## config.mk

```make
export PLATFORM = sky130hd
export DESIGN_NAME = tov_top
export DESIGN_NICKNAME = d
export VERILOG_FILES = /design/src/tov_vote.sv /design/src/tov_top.sv
export SDC_FILE = /design/constraint.sdc
export NUM_CORES = 1
export LEC_CHECK = 0
export ABC_AREA = 1
export BUFFER_PORTS_ARGS = -buffer_cell sky130_fd_sc_hd__buf_2
export CAP_MARGIN = 10
export CORE_MARGIN = 5
export CORE_UTILIZATION = 30
export DETAILED_ROUTE_END_ITERATION = 6
export PLACE_DENSITY_LB_ADDON = 0.25
export SYNTH_ARGS = -nofsm -noshare
export SYNTH_HDL_FRONTEND = slang
export SYNTH_SLANG_ARGS = --single-unit
```

## constraint.sdc

```tcl
create_clock -name clk_i -period 7.8 [get_ports clk_i]
set_input_delay 1.95 -clock clk_i [delete_from_list [all_inputs] [get_ports clk_i]]
set_output_delay 1.95 -clock clk_i [all_outputs]
set_load 0.01 [all_outputs]
```

## src/tov_vote.sv

```systemverilog
// Shared constants and the per-point vote for the triple output voter
package tov_pkg;
    // Timing
    localparam int unsigned CLK_PERIOD_NS = 40;
    localparam int unsigned LINK_TMO_US   = 40;
    localparam int unsigned LINK_TMO_CYC  = (LINK_TMO_US * 1000) / CLK_PERIOD_NS;
    localparam int unsigned TMO_W         = 16;
    // Register byte offsets
    localparam logic [7:0] CTRL_OFF   = 8'h00;
    localparam logic [7:0] DUPDEF_OFF = 8'h04;
    localparam logic [7:0] DFLT_OFF   = 8'h08;
    localparam logic [7:0] STAT_OFF   = 8'h0C;
    localparam logic [7:0] VOTED_OFF  = 8'h10;
    localparam logic [7:0] DISC_A_OFF = 8'h14;
    localparam logic [7:0] DISC_B_OFF = 8'h18;
    localparam logic [7:0] DISC_C_OFF = 8'h1C;
    localparam logic [7:0] TMO_OFF    = 8'h20;
    // Control and status fields
    localparam int unsigned CTRL_FORCE_BIT = 0;
    localparam int unsigned CTRL_RAPID_BIT = 1;
    localparam int unsigned STAT_ADM_LSB   = 3;
    // Reset values and response codes
    localparam logic [1:0]  CTRL_RST   = 2'h2;
    localparam logic [31:0] DUPDEF_RST = 32'h0;
    localparam logic [31:0] DFLT_RST   = 32'h0;
    localparam logic [1:0]  RESP_OKAY  = 2'h0;
    localparam logic [1:0]  RESP_SLV   = 2'h2;

    // Two of three majority per bit
    function automatic logic [31:0] tov_maj3(input logic [31:0] a, input logic [31:0] b, input logic [31:0] c);
        return (a & b) | (a & c) | (b & c);
    endfunction
endpackage

`timescale 1ns/100ps
// Combinational vote over the controllers currently taking part
module tov_vote #(
    parameter int unsigned NPTS = 16
) (
    input  wire logic [NPTS-1:0] cmd_a_i,
    input  wire logic [NPTS-1:0] cmd_b_i,
    input  wire logic [NPTS-1:0] cmd_c_i,
    input  wire logic [2:0]      use_i,
    input  wire logic [NPTS-1:0] dup_i,
    input  wire logic [NPTS-1:0] dflt_i,
    output logic      [NPTS-1:0] vote_o
);
    import tov_pkg::*;

    logic [31:0] a;
    logic [31:0] b;
    logic [31:0] c;
    logic [31:0] d;
    assign a = 32'(cmd_a_i);
    assign b = 32'(cmd_b_i);
    assign c = 32'(cmd_c_i);
    assign d = 32'(dup_i);

    // Duplex default stands in for the one missing controller
    always_comb begin
        unique case (use_i)
            3'h7: vote_o = NPTS'(tov_maj3(a, b, c));
            3'h3: vote_o = NPTS'(tov_maj3(a, b, d));
            3'h5: vote_o = NPTS'(tov_maj3(a, d, c));
            3'h6: vote_o = NPTS'(tov_maj3(d, b, c));
            3'h1: vote_o = cmd_a_i;
            3'h2: vote_o = cmd_b_i;
            3'h4: vote_o = cmd_c_i;
            3'h0: vote_o = dflt_i;
        endcase
    end
endmodule

```

## src/tov_top.sv

```systemverilog
// Triple output voter with logon control, discrepancy report and AXI4-Lite registers
//
// Notes on behaviour
// - Three online: majority vote, ignore duplex default
// - Two online: duplex default replaces missing vote
// - Duplex default one: output is OR
// - Duplex default zero: output is AND
// - One online: follow that controller
// - Returning controller waits until it agrees
// - Force logon bit admits returning controller
// - Interrogation answered with per-point discrepancy report
// - No controller online: outputs to default
`timescale 1ns/100ps
module tov_top
    import tov_pkg::*;
#(
    parameter int unsigned NPTS     = 16,
    parameter int unsigned TMO_INIT = tov_pkg::LINK_TMO_CYC
) (
    input  wire logic              clk_i,
    input  wire logic              rst_n_i,
    input  wire logic              ce_i,
    // Controller side
    input  wire logic [2:0]        ctl_valid_i,
    input  wire logic [3*NPTS-1:0] ctl_data_i,
    input  wire logic [2:0]        ctl_query_i,
    // Field side and report
    output logic      [NPTS-1:0]   out_o,
    output logic      [2:0]        online_o,
    output logic      [2:0]        admitted_o,
    output logic                   rapid_discrepancy_report_enable_o,
    output logic                   report_valid_o,
    output logic      [2:0]        report_to_o,
    output logic      [3*NPTS-1:0] report_disc_o,
    // AXI4-Lite
    input  wire logic [7:0]        s_axi_awaddr,
    input  wire logic              s_axi_awvalid,
    output logic                   s_axi_awready,
    input  wire logic [31:0]       s_axi_wdata,
    input  wire logic [3:0]        s_axi_wstrb,
    input  wire logic              s_axi_wvalid,
    output logic                   s_axi_wready,
    output logic      [1:0]        s_axi_bresp,
    output logic                   s_axi_bvalid,
    input  wire logic              s_axi_bready,
    input  wire logic [7:0]        s_axi_araddr,
    input  wire logic              s_axi_arvalid,
    output logic                   s_axi_arready,
    output logic      [31:0]       s_axi_rdata,
    output logic      [1:0]        s_axi_rresp,
    output logic                   s_axi_rvalid,
    input  wire logic              s_axi_rready
);
    import tov_pkg::*;

    logic [NPTS-1:0]  cmd_q [3];
    logic [TMO_W-1:0] tmo_cnt [3];
    logic [2:0]       online;
    logic [2:0]       adm;
    logic [NPTS-1:0]  voted;
    logic [NPTS-1:0]  disc [3];
    logic             force_logon_bit;
    logic             rapid_en;
    logic [NPTS-1:0]  dup_def;
    logic [NPTS-1:0]  dflt;
    logic [TMO_W-1:0] tmo_lim;
    logic [7:0]       aw_addr;
    logic             aw_have;
    logic [31:0]      w_data;
    logic [3:0]       w_strb;
    logic             w_have;
    logic             wr_go;
    logic             wr_hit;
    logic [31:0]      rd_val;
    logic             rd_hit;

    // Byte-lane merge for register writes
    function automatic logic [31:0] merge_be(input logic [31:0] old, input logic [31:0] nw, input logic [3:0] be);
        logic [31:0] r;
        r = old;
        for (int k = 0; k < 4; k++) begin
            if (be[k]) begin
                r[8*k +: 8] = nw[8*k +: 8];
            end
        end
        return r;
    endfunction

    // Vote over admitted controllers only
    tov_vote #(
        .NPTS (NPTS)
    ) u_vote (
        .cmd_a_i (cmd_q[0]),
        .cmd_b_i (cmd_q[1]),
        .cmd_c_i (cmd_q[2]),
        .use_i   (adm),
        .dup_i   (dup_def),
        .dflt_i  (dflt),
        .vote_o  (voted)
    );

    // Last command from each controller
    always_ff @(posedge clk_i or negedge rst_n_i) begin
        if (!rst_n_i) begin
            for (int i = 0; i < 3; i++) begin
                cmd_q[i] <= '0;
            end
        end else if (ce_i) begin
            for (int i = 0; i < 3; i++) begin
                if (ctl_valid_i[i]) begin
                    cmd_q[i] <= ctl_data_i[i*NPTS +: NPTS];
                end
            end
        end
    end

    // Online flags; silence for tmo_lim cycles drops a controller
    always_ff @(posedge clk_i or negedge rst_n_i) begin
        if (!rst_n_i) begin
            online <= '0;
            for (int i = 0; i < 3; i++) begin
                tmo_cnt[i] <= '0;
            end
        end else if (ce_i) begin
            for (int i = 0; i < 3; i++) begin
                if (ctl_valid_i[i]) begin
                    online[i]  <= 1'b1;
                    tmo_cnt[i] <= '0;
                end else if (online[i]) begin
                    if (tmo_cnt[i] + 1'b1 >= tmo_lim) begin
                        online[i] <= 1'b0;
                    end else begin
                        tmo_cnt[i] <= tmo_cnt[i] + 1'b1;
                    end
                end
            end
        end
    end

    // Logon: a returning controller must agree first so tripped outputs stay tripped
    always_ff @(posedge clk_i or negedge rst_n_i) begin
        if (!rst_n_i) begin
            adm <= '0;
        end else if (ce_i) begin
            for (int i = 0; i < 3; i++) begin
                if (!online[i]) begin
                    adm[i] <= 1'b0;
                end else if (!adm[i]) begin
                    if (force_logon_bit) begin
                        adm[i] <= 1'b1;
                    end else if (ctl_valid_i[i] && (adm == 3'h0 || ctl_data_i[i*NPTS +: NPTS] == out_o)) begin
                        adm[i] <= 1'b1;
                    end
                end
            end
        end
    end

    // Outputs, status and per-point disagreement of admitted controllers
    always_ff @(posedge clk_i or negedge rst_n_i) begin
        if (!rst_n_i) begin
            out_o      <= '0;
            online_o   <= '0;
            admitted_o <= '0;
            for (int i = 0; i < 3; i++) begin
                disc[i] <= '0;
            end
        end else if (ce_i) begin
            out_o      <= voted;
            online_o   <= online;
            admitted_o <= adm;
            for (int i = 0; i < 3; i++) begin
                disc[i] <= adm[i] ? (cmd_q[i] ^ voted) : '0;
            end
        end
    end

    // Discrepancy report on interrogation; all askers in one cycle share the answer
    always_ff @(posedge clk_i or negedge rst_n_i) begin
        if (!rst_n_i) begin
            report_valid_o <= 1'b0;
            report_to_o    <= '0;
            report_disc_o  <= '0;
        end else if (ce_i) begin
            report_valid_o <= |ctl_query_i;
            report_to_o    <= ctl_query_i;
            if (|ctl_query_i) begin
                report_disc_o <= {disc[2], disc[1], disc[0]};
            end
        end
    end

    // AXI write channel capture, either order
    assign wr_go = aw_have && w_have && !s_axi_bvalid;
    always_ff @(posedge clk_i or negedge rst_n_i) begin
        if (!rst_n_i) begin
            aw_have       <= 1'b0;
            w_have        <= 1'b0;
            aw_addr       <= '0;
            w_data        <= '0;
            w_strb        <= '0;
            s_axi_awready <= 1'b1;
            s_axi_wready  <= 1'b1;
            s_axi_bvalid  <= 1'b0;
            s_axi_bresp   <= RESP_OKAY;
        end else if (ce_i) begin
            if (s_axi_awvalid && s_axi_awready) begin
                aw_have       <= 1'b1;
                aw_addr       <= s_axi_awaddr;
                s_axi_awready <= 1'b0;
            end
            if (s_axi_wvalid && s_axi_wready) begin
                w_have       <= 1'b1;
                w_data       <= s_axi_wdata;
                w_strb       <= s_axi_wstrb;
                s_axi_wready <= 1'b0;
            end
            if (wr_go) begin
                s_axi_bvalid <= 1'b1;
                s_axi_bresp  <= wr_hit ? RESP_OKAY : RESP_SLV;
            end
            if (s_axi_bvalid && s_axi_bready) begin
                s_axi_bvalid  <= 1'b0;
                aw_have       <= 1'b0;
                w_have        <= 1'b0;
                s_axi_awready <= 1'b1;
                s_axi_wready  <= 1'b1;
            end
        end
    end

    // Writable registers; status words are read only and answer OKAY
    always_comb begin
        unique case (aw_addr)
            CTRL_OFF, DUPDEF_OFF, DFLT_OFF, TMO_OFF, STAT_OFF, VOTED_OFF,
            DISC_A_OFF, DISC_B_OFF, DISC_C_OFF: wr_hit = 1'b1;
            default:                            wr_hit = 1'b0;
        endcase
    end

    always_ff @(posedge clk_i or negedge rst_n_i) begin
        if (!rst_n_i) begin
            force_logon_bit <= CTRL_RST[CTRL_FORCE_BIT];
            rapid_en        <= CTRL_RST[CTRL_RAPID_BIT];
            dup_def         <= NPTS'(DUPDEF_RST);
            dflt            <= NPTS'(DFLT_RST);
            tmo_lim         <= TMO_W'(TMO_INIT);
        end else if (ce_i && wr_go) begin
            unique case (aw_addr)
                CTRL_OFF: begin
                    if (w_strb[0]) begin
                        force_logon_bit <= w_data[CTRL_FORCE_BIT];
                        rapid_en        <= w_data[CTRL_RAPID_BIT];
                    end
                end
                DUPDEF_OFF: dup_def <= NPTS'(merge_be(32'(dup_def), w_data, w_strb));
                DFLT_OFF:   dflt <= NPTS'(merge_be(32'(dflt), w_data, w_strb));
                TMO_OFF:    tmo_lim <= TMO_W'(merge_be(32'(tmo_lim), w_data, w_strb));
                default: begin
                end
            endcase
        end
    end

    always_ff @(posedge clk_i or negedge rst_n_i) begin
        if (!rst_n_i) begin
            rapid_discrepancy_report_enable_o <= 1'b0;
        end else if (ce_i) begin
            rapid_discrepancy_report_enable_o <= rapid_en;
        end
    end

    // Read decode
    always_comb begin
        rd_val = '0;
        rd_hit = 1'b1;
        unique case (s_axi_araddr)
            CTRL_OFF:   rd_val = {30'h0, rapid_en, force_logon_bit};
            DUPDEF_OFF: rd_val = 32'(dup_def);
            DFLT_OFF:   rd_val = 32'(dflt);
            STAT_OFF:   rd_val = {26'h0, adm, online};
            VOTED_OFF:  rd_val = 32'(out_o);
            DISC_A_OFF: rd_val = 32'(disc[0]);
            DISC_B_OFF: rd_val = 32'(disc[1]);
            DISC_C_OFF: rd_val = 32'(disc[2]);
            TMO_OFF:    rd_val = 32'(tmo_lim);
            default:    rd_hit = 1'b0;
        endcase
    end

    // Read channel: one cycle from address to data
    always_ff @(posedge clk_i or negedge rst_n_i) begin
        if (!rst_n_i) begin
            s_axi_arready <= 1'b1;
            s_axi_rvalid  <= 1'b0;
            s_axi_rdata   <= '0;
            s_axi_rresp   <= RESP_OKAY;
        end else if (ce_i) begin
            if (s_axi_arvalid && s_axi_arready) begin
                s_axi_arready <= 1'b0;
                s_axi_rvalid  <= 1'b1;
                s_axi_rdata   <= rd_val;
                s_axi_rresp   <= rd_hit ? RESP_OKAY : RESP_SLV;
            end else if (s_axi_rvalid && s_axi_rready) begin
                s_axi_rvalid  <= 1'b0;
                s_axi_arready <= 1'b1;
            end
        end
    end

    // Helper terms for checks
    logic [NPTS-1:0] act_or;
    logic [NPTS-1:0] act_and;
    logic [NPTS-1:0] maj_all;
    logic [1:0]      n_adm;
    assign act_or  = (adm[0] ? cmd_q[0] : '0) | (adm[1] ? cmd_q[1] : '0) | (adm[2] ? cmd_q[2] : '0);
    assign act_and = (adm[0] ? cmd_q[0] : '1) & (adm[1] ? cmd_q[1] : '1) & (adm[2] ? cmd_q[2] : '1);
    assign maj_all = NPTS'(tov_maj3(32'(cmd_q[0]), 32'(cmd_q[1]), 32'(cmd_q[2])));
    assign n_adm   = 2'(adm[0]) + 2'(adm[1]) + 2'(adm[2]);

    for (genvar g = 0; g < 3; g++) begin : g_chk

    end
endmodule

```

# Word-level counts from Yosys, hierarchy flattened
# Index checks and enable logic that the tools add are counted.
# W data, S select, Z words.
[classes]
n_lt_le_gt_ge = 3
eq_ne = 29
addsub = 3
bitwise_logic = 17
n_mux = 53
n_reduce_logical = 50
[ops]
columns = ["operator", "n"]
rows = [
  ["$mux W16", 12],
  ["$pmux W16 S9", 1],
  ["$or A16 B16 Y16", 8],
  ["$pmux W16 S8", 1],
  ["$and A16 B16 Y16", 6],
  ["$eq A8 B5 Y1 const B", 8],
  ["$add A16 B1 Y16 const B", 3],
  ["$eq A16 B16 Y1", 3],
  ["$ge A16 B16 Y1", 3],
  ["$xor A16 B16 Y16", 3],
  ["$mux W1", 37],
  ["$eq A8 B4 Y1 const B", 4],
  ["$reduce_and A3 Y1", 10],
  ["$reduce_and A2 Y1", 12],
  ["$reduce_or A9 Y1", 2],
  ["$eq A8 B3 Y1 const B", 2],
  ["$eq A8 B6 Y1 const B", 2],
  ["$logic_not A8 Y1", 2],
  ["$reduce_bool A2 Y1", 7],
  ["$eq A3 B3 Y1 const B", 4],
  ["$logic_and A1 B1 Y1", 11],
  ["$eq A3 B2 Y1 const B", 2],
  ["$ne A2 B2 Y1 const B", 3],
  ["$mux W2", 2],
  ["5 further kinds", 7],
]
[word_totals]
inputBits = 114
word_cells = 194
output_inout_bits = 116
reg_bits = 344

# Longest topological paths before layout
[depth]
word_depth = 7
mapped_depth = 20
ltp_nobuf = 19

# Cells and area by module
# Synthesis repeated with hierarchy kept, for this count alone.
[hier_totals]
cells_unflattened = 2691
hier_area_um2 = 18930.7
[modules_own_cells]
columns = ["module", "seq_area_each_um2", "area_each_um2", "instances", "cells_per_inst"]
rows = [
  ["tov_top", 8170.3, 16942.5, 1, 2242],
  ["tov_vote", 0.0, 1988.2, 1, 449],
]

# Least setup slack after synthesis
# Ideal clock, no wire load.
[synth_path]
path_type = "input -> register"
from = "input port ce_i"
to = "register report_disc_o[16]"
stages = 6
required_time_ns = 7.675
arrival_time_ns = 3.108
slack_ns = 4.568
cell_sequence = "buf_4 > buf_6 > o31ai_1 > buf_2 > buf_2 > mux2_2"
[synth_via]
elab_chain_cells = 1
[synth_rtl]
columns = ["item", "line_no", "text"]
rows = [
  ["start: declaration", "tov_top.sv:22", "input wire logic ce_i,"],
  ["$reduce_and A2 Y1 (no line)", "--", ""],
  ["end signal: assignment", "tov_top.sv:188", "report_disc_o <= {disc[2], disc[1], disc[0]};"],
  ["end: declaration", "tov_top.sv:34", "output logic [3*NPTS-1:0] report_disc_o,"],
]
# No other way between the ends.
# A chain may end at the register's enable or synchronous reset.

# Worst setup path after layout
[layout_path]
from = "input port ce_i"
to = "register tmo_cnt[23] (netlist name)"
[layout_via]
elab_chain_cells = 1
[layout_rtl]
columns = ["item", "line_no", "text"]
rows = [
  ["$reduce_and A3 Y1 (no line)", "--", ""],
  ["end signal: indexed assignment", "tov_top.sv:133", "tmo_cnt[i] <= tmo_cnt[i] + 1'b1;"],
  ["end: declaration", "tov_top.sv:57", "logic [TMO_W-1:0] tmo_cnt [3];"],
]
# No other way between the ends.

==> results.py <==
metrics = {
    "cells_and_area": {
        "drive_gt1_share_pct": 12.9,
        "final_nets": 2973,
        "area_growth_pct": 16.3,
        "layout_commonest_cell": "nand2_1",
        "mostFrequentLayoutCells": "944 x nand2_1, 317 x nand3_1, 316 x dfrtp_1",
        "fillers": 6808,
        "final_core_util_pct": 35.2,
        "stdcell_area_sq_um": 22200,
    },
    "placed_design": {
        "io_buffers": 193,
        "dp_hpwl_um": 48100,
        "globalplace.congestion": 0.894,
        "place_area_sq_um": 20800,
    },
    "sta": {
        "rsz0062_at_grt": "false",
        "finalCriticalPeriod_ns": 3.71,
        "max_slew.worst_pin.slew_ns": 1.16,
        "relSlewSlack_pct": 22.8,
        "timing.final.crit_share_pct": 47.5,
        "whs_ns": 0.463,
        "setup_viol": 0,
        "setup_tns_ns": 0,
        "hold_violations": 0,
        "skew_ns": 0.0315,
        "slew_viol_final": 0,
        "max_freq_mhz": 270,
    },
    "grt": {
        "gr-total-overflow": 0,
        "grt_pass1_wl_um": 100000,
        "use_met2_pct": 28.3,
        "gr-usage-all-layers_pct": 19.0,
        "grt_max_degree": 150,
        "grt_use_met3_pct": 3.86,
        "grt.busiest_layer": "met2",
        "first_global_vias": 16300,
        "met1_usage_pct": 27.5,
        "antenna_found_initial": 12,
    },
    "floorplan": {
        "core_sq_um": 63000,
        "die_area_sq_um": 68700,
        "start_util_pct": 30.3,
        "die_w_um": 262,
        "die_h_um": 262,
        "pin_count": 230,
        "rows": 92,
    },
    "hold_path": {
        "hold_class": "flop to flop",
    },
    "synthesis": {
        "synth_xor_area_share_pct": 1.33,
        "syn_inst": 2647,
        "synth-edff-count": 0,
        "muxShareOfSynthArea_pct": 2.19,
        "synthAdderAreaFrac_pct": 3.35,
        "ys_warn_count": 0,
        "yosys.area_share.simple_pct": 34.1,
        "synth.avg_cell_area_sq_um": 7.20,
        "ys_types": 43,
        "synthArstFlopShare_pct": 100,
        "yosysSeqAreaShare_pct": 42.9,
        "synth_area_sq_um": 19100,
        "synth_top_family_by_area": "simple AND/OR/NAND/NOR gates",
        "synthFlopType": "dfrtp_1",
        "synth_seq_cells": 326,
        "synth-compound-area-share_pct": 7.73,
    },
    "route": {
        "finalWirelength_um": 66200,
        "route.detailed.drc": 0,
        "wl_per_cell_um": 17.9,
        "via_count": 17500,
        "drt_iter0_drc": 1481,
        "firstDrtPassIters": 5,
        "avgViaCountPerCell": 4.74,
        "postRouteAntennaNets": 0,
    },
    "worst_setup_path": {
        "worst-path-buf-inv": 3,
        "crit_slowest_cell": "nor2_2",
        "crit_path_max_incr_delay_ns": 0.67,
        "startpoint_type": "primary input",
        "critPathTopFamily": "simple AND/OR/NAND/NOR gates",
        "worstPathArrival_ns": 4.17,
        "cp_cell_sequence": "buf_2 -> buf_4 -> nand2_1 -> inv_1 -> o211ai_1 -> nor2_2 -> nand2_2 -> nand3_1 -> nand2_1",
        "crit_path_frequent_cell": "nand2_1",
        "end_kind": "flop",
        "path_max_fanout": 25,
        "cp_data_required_time_ns": 8.26,
        "crit_type": "primary input to flop",
    },
    "outcome": {
        "status": "completed",
    },
    "clocking": {
        "cts_buffer_depth": 3,
        "path_clk_slew_ns": 0.06,
        "cts.htree.levels": 2,
        "cts_num_sinks": 326,
        "cts_hold_buf": 0,
        "worstSkewPairLatency_ns": 0.59,
        "cts.repair.resized": 0,
        "post-cts-setup-buffers": 0,
        "root_buffer": "clkbuf_16",
        "cts_buffers": 41,
        "cts_tree": "yes",
    },
    "power": {
        "power-per-cell-area_nw_per_um2": 290,
        "leakagePower_nw": 11.8,
        "p_total_mw": 6.43,
        "ir_worst_vdd_uv": 141,
    },
    "flow_run": {
        "cap_violations": 0,
    },
}
[report_power, final]
part	switching [mW]	internal, mW
combinational	1.44	0.605
clock	0.801	1.18
sequential	0.353	2.06
total	2.59	3.84
[worst paths after layout]
kind / from / endpoint / slack [ns] / cells after the start
min in group asynchronous: rst_n_i / w_data[9] / 1.43 / 1
min: rapid_discrepancy_report_enable_o / rapid_discrepancy_report_enable_o / 0.46 / 2
min reg2reg: rapid_discrepancy_report_enable_o / rapid_discrepancy_report_enable_o / 0.46 / 2
max in group asynchronous: rst_n_i / s_axi_rdata[14] / 4.84 / 2
max: ce_i / tmo_cnt[23] / 4.09 / 9
max reg2reg: tmo_cnt[0] / online[2] / 4.37 / 12
[tightest hold or removal path: stages, from the launching register on]
cell     delay, ns
dfrtp_1       0.33
nand2_1       0.05
nand2_1       0.05
[kinds of logic after synthesis]
logic type | after synthesis
xor gates and xnor gates | 29
other | 1
muxes | 37
DFF | 326
and+or+nand+nor | 1533
buffers and inverters | 386
AOI/OAI and AO/OA | 284
adders and majority gates | 51
[synth_stat cells, types with 29 or more instances]
master	number	area (sq um)
clkbuf_1	47	176
dfrtp_1	316	7910
nand4_1	46	288
nand2_1	944	3540
nor2_1	175	657
nand3_1	317	1590
o21ai_0	188	941
a21oi_1	50	250
mux2_2	37	417
ha_1	51	638
inv_1	271	1020
o21ai_1	29	145
[metrics by stage]
| step | instances | setup WS (ns) |
|---|---|---|
| after floorplan | 2664 | 4.57 |
| after global placement | 3611 | 3.57 |
| after CTS | 3684 | 4.15 |
| after global routing | 3686 | 4.01 |
| after detailed placement | 3611 | 3.52 |
| final | 3690 | 4.09 |
[state kept, by name, summed over array words and instances, names as in the netlist, 2 cells and up]
name	cells
disc	48
report_disc_o	48
tmo_cnt	48
s_axi_rdata	16
out_o	16
dflt	16
tmo_lim	16
cmd_q	48
admitted_o	3
online_o	3
w_strb	2
aw_addr	8
adm	3
dup_def	16
online	3
w_data	16
report_to_o	3
[layout make-up]
| type | instances | area (sq um) | share of cell area [%] |
|---|---|---|---|
| inverter | 278 | 1040 | 4.71 |
| clock buffer | 51 | 1090 | 4.93 |
| sequential | 326 | 8170 | 36.9 |
| timing repair buffer | 209 | 1110 | 5.00 |
| antenna | 6 | 15.0 | 0.0677 |
| multi-input combinational | 1952 | 9370 | 42.3 |
| tap | 846 | 1060 | 4.78 |
| clock inverter | 22 | 303 | 1.37 |
[layer usage]
metal	part of all wire (%)	wire, um
met4	3.0	1960
met3	7.4	4910
met5	0.068	45
met1	47	30900
met2	43	28400
(Power assumes the default switching activity.)
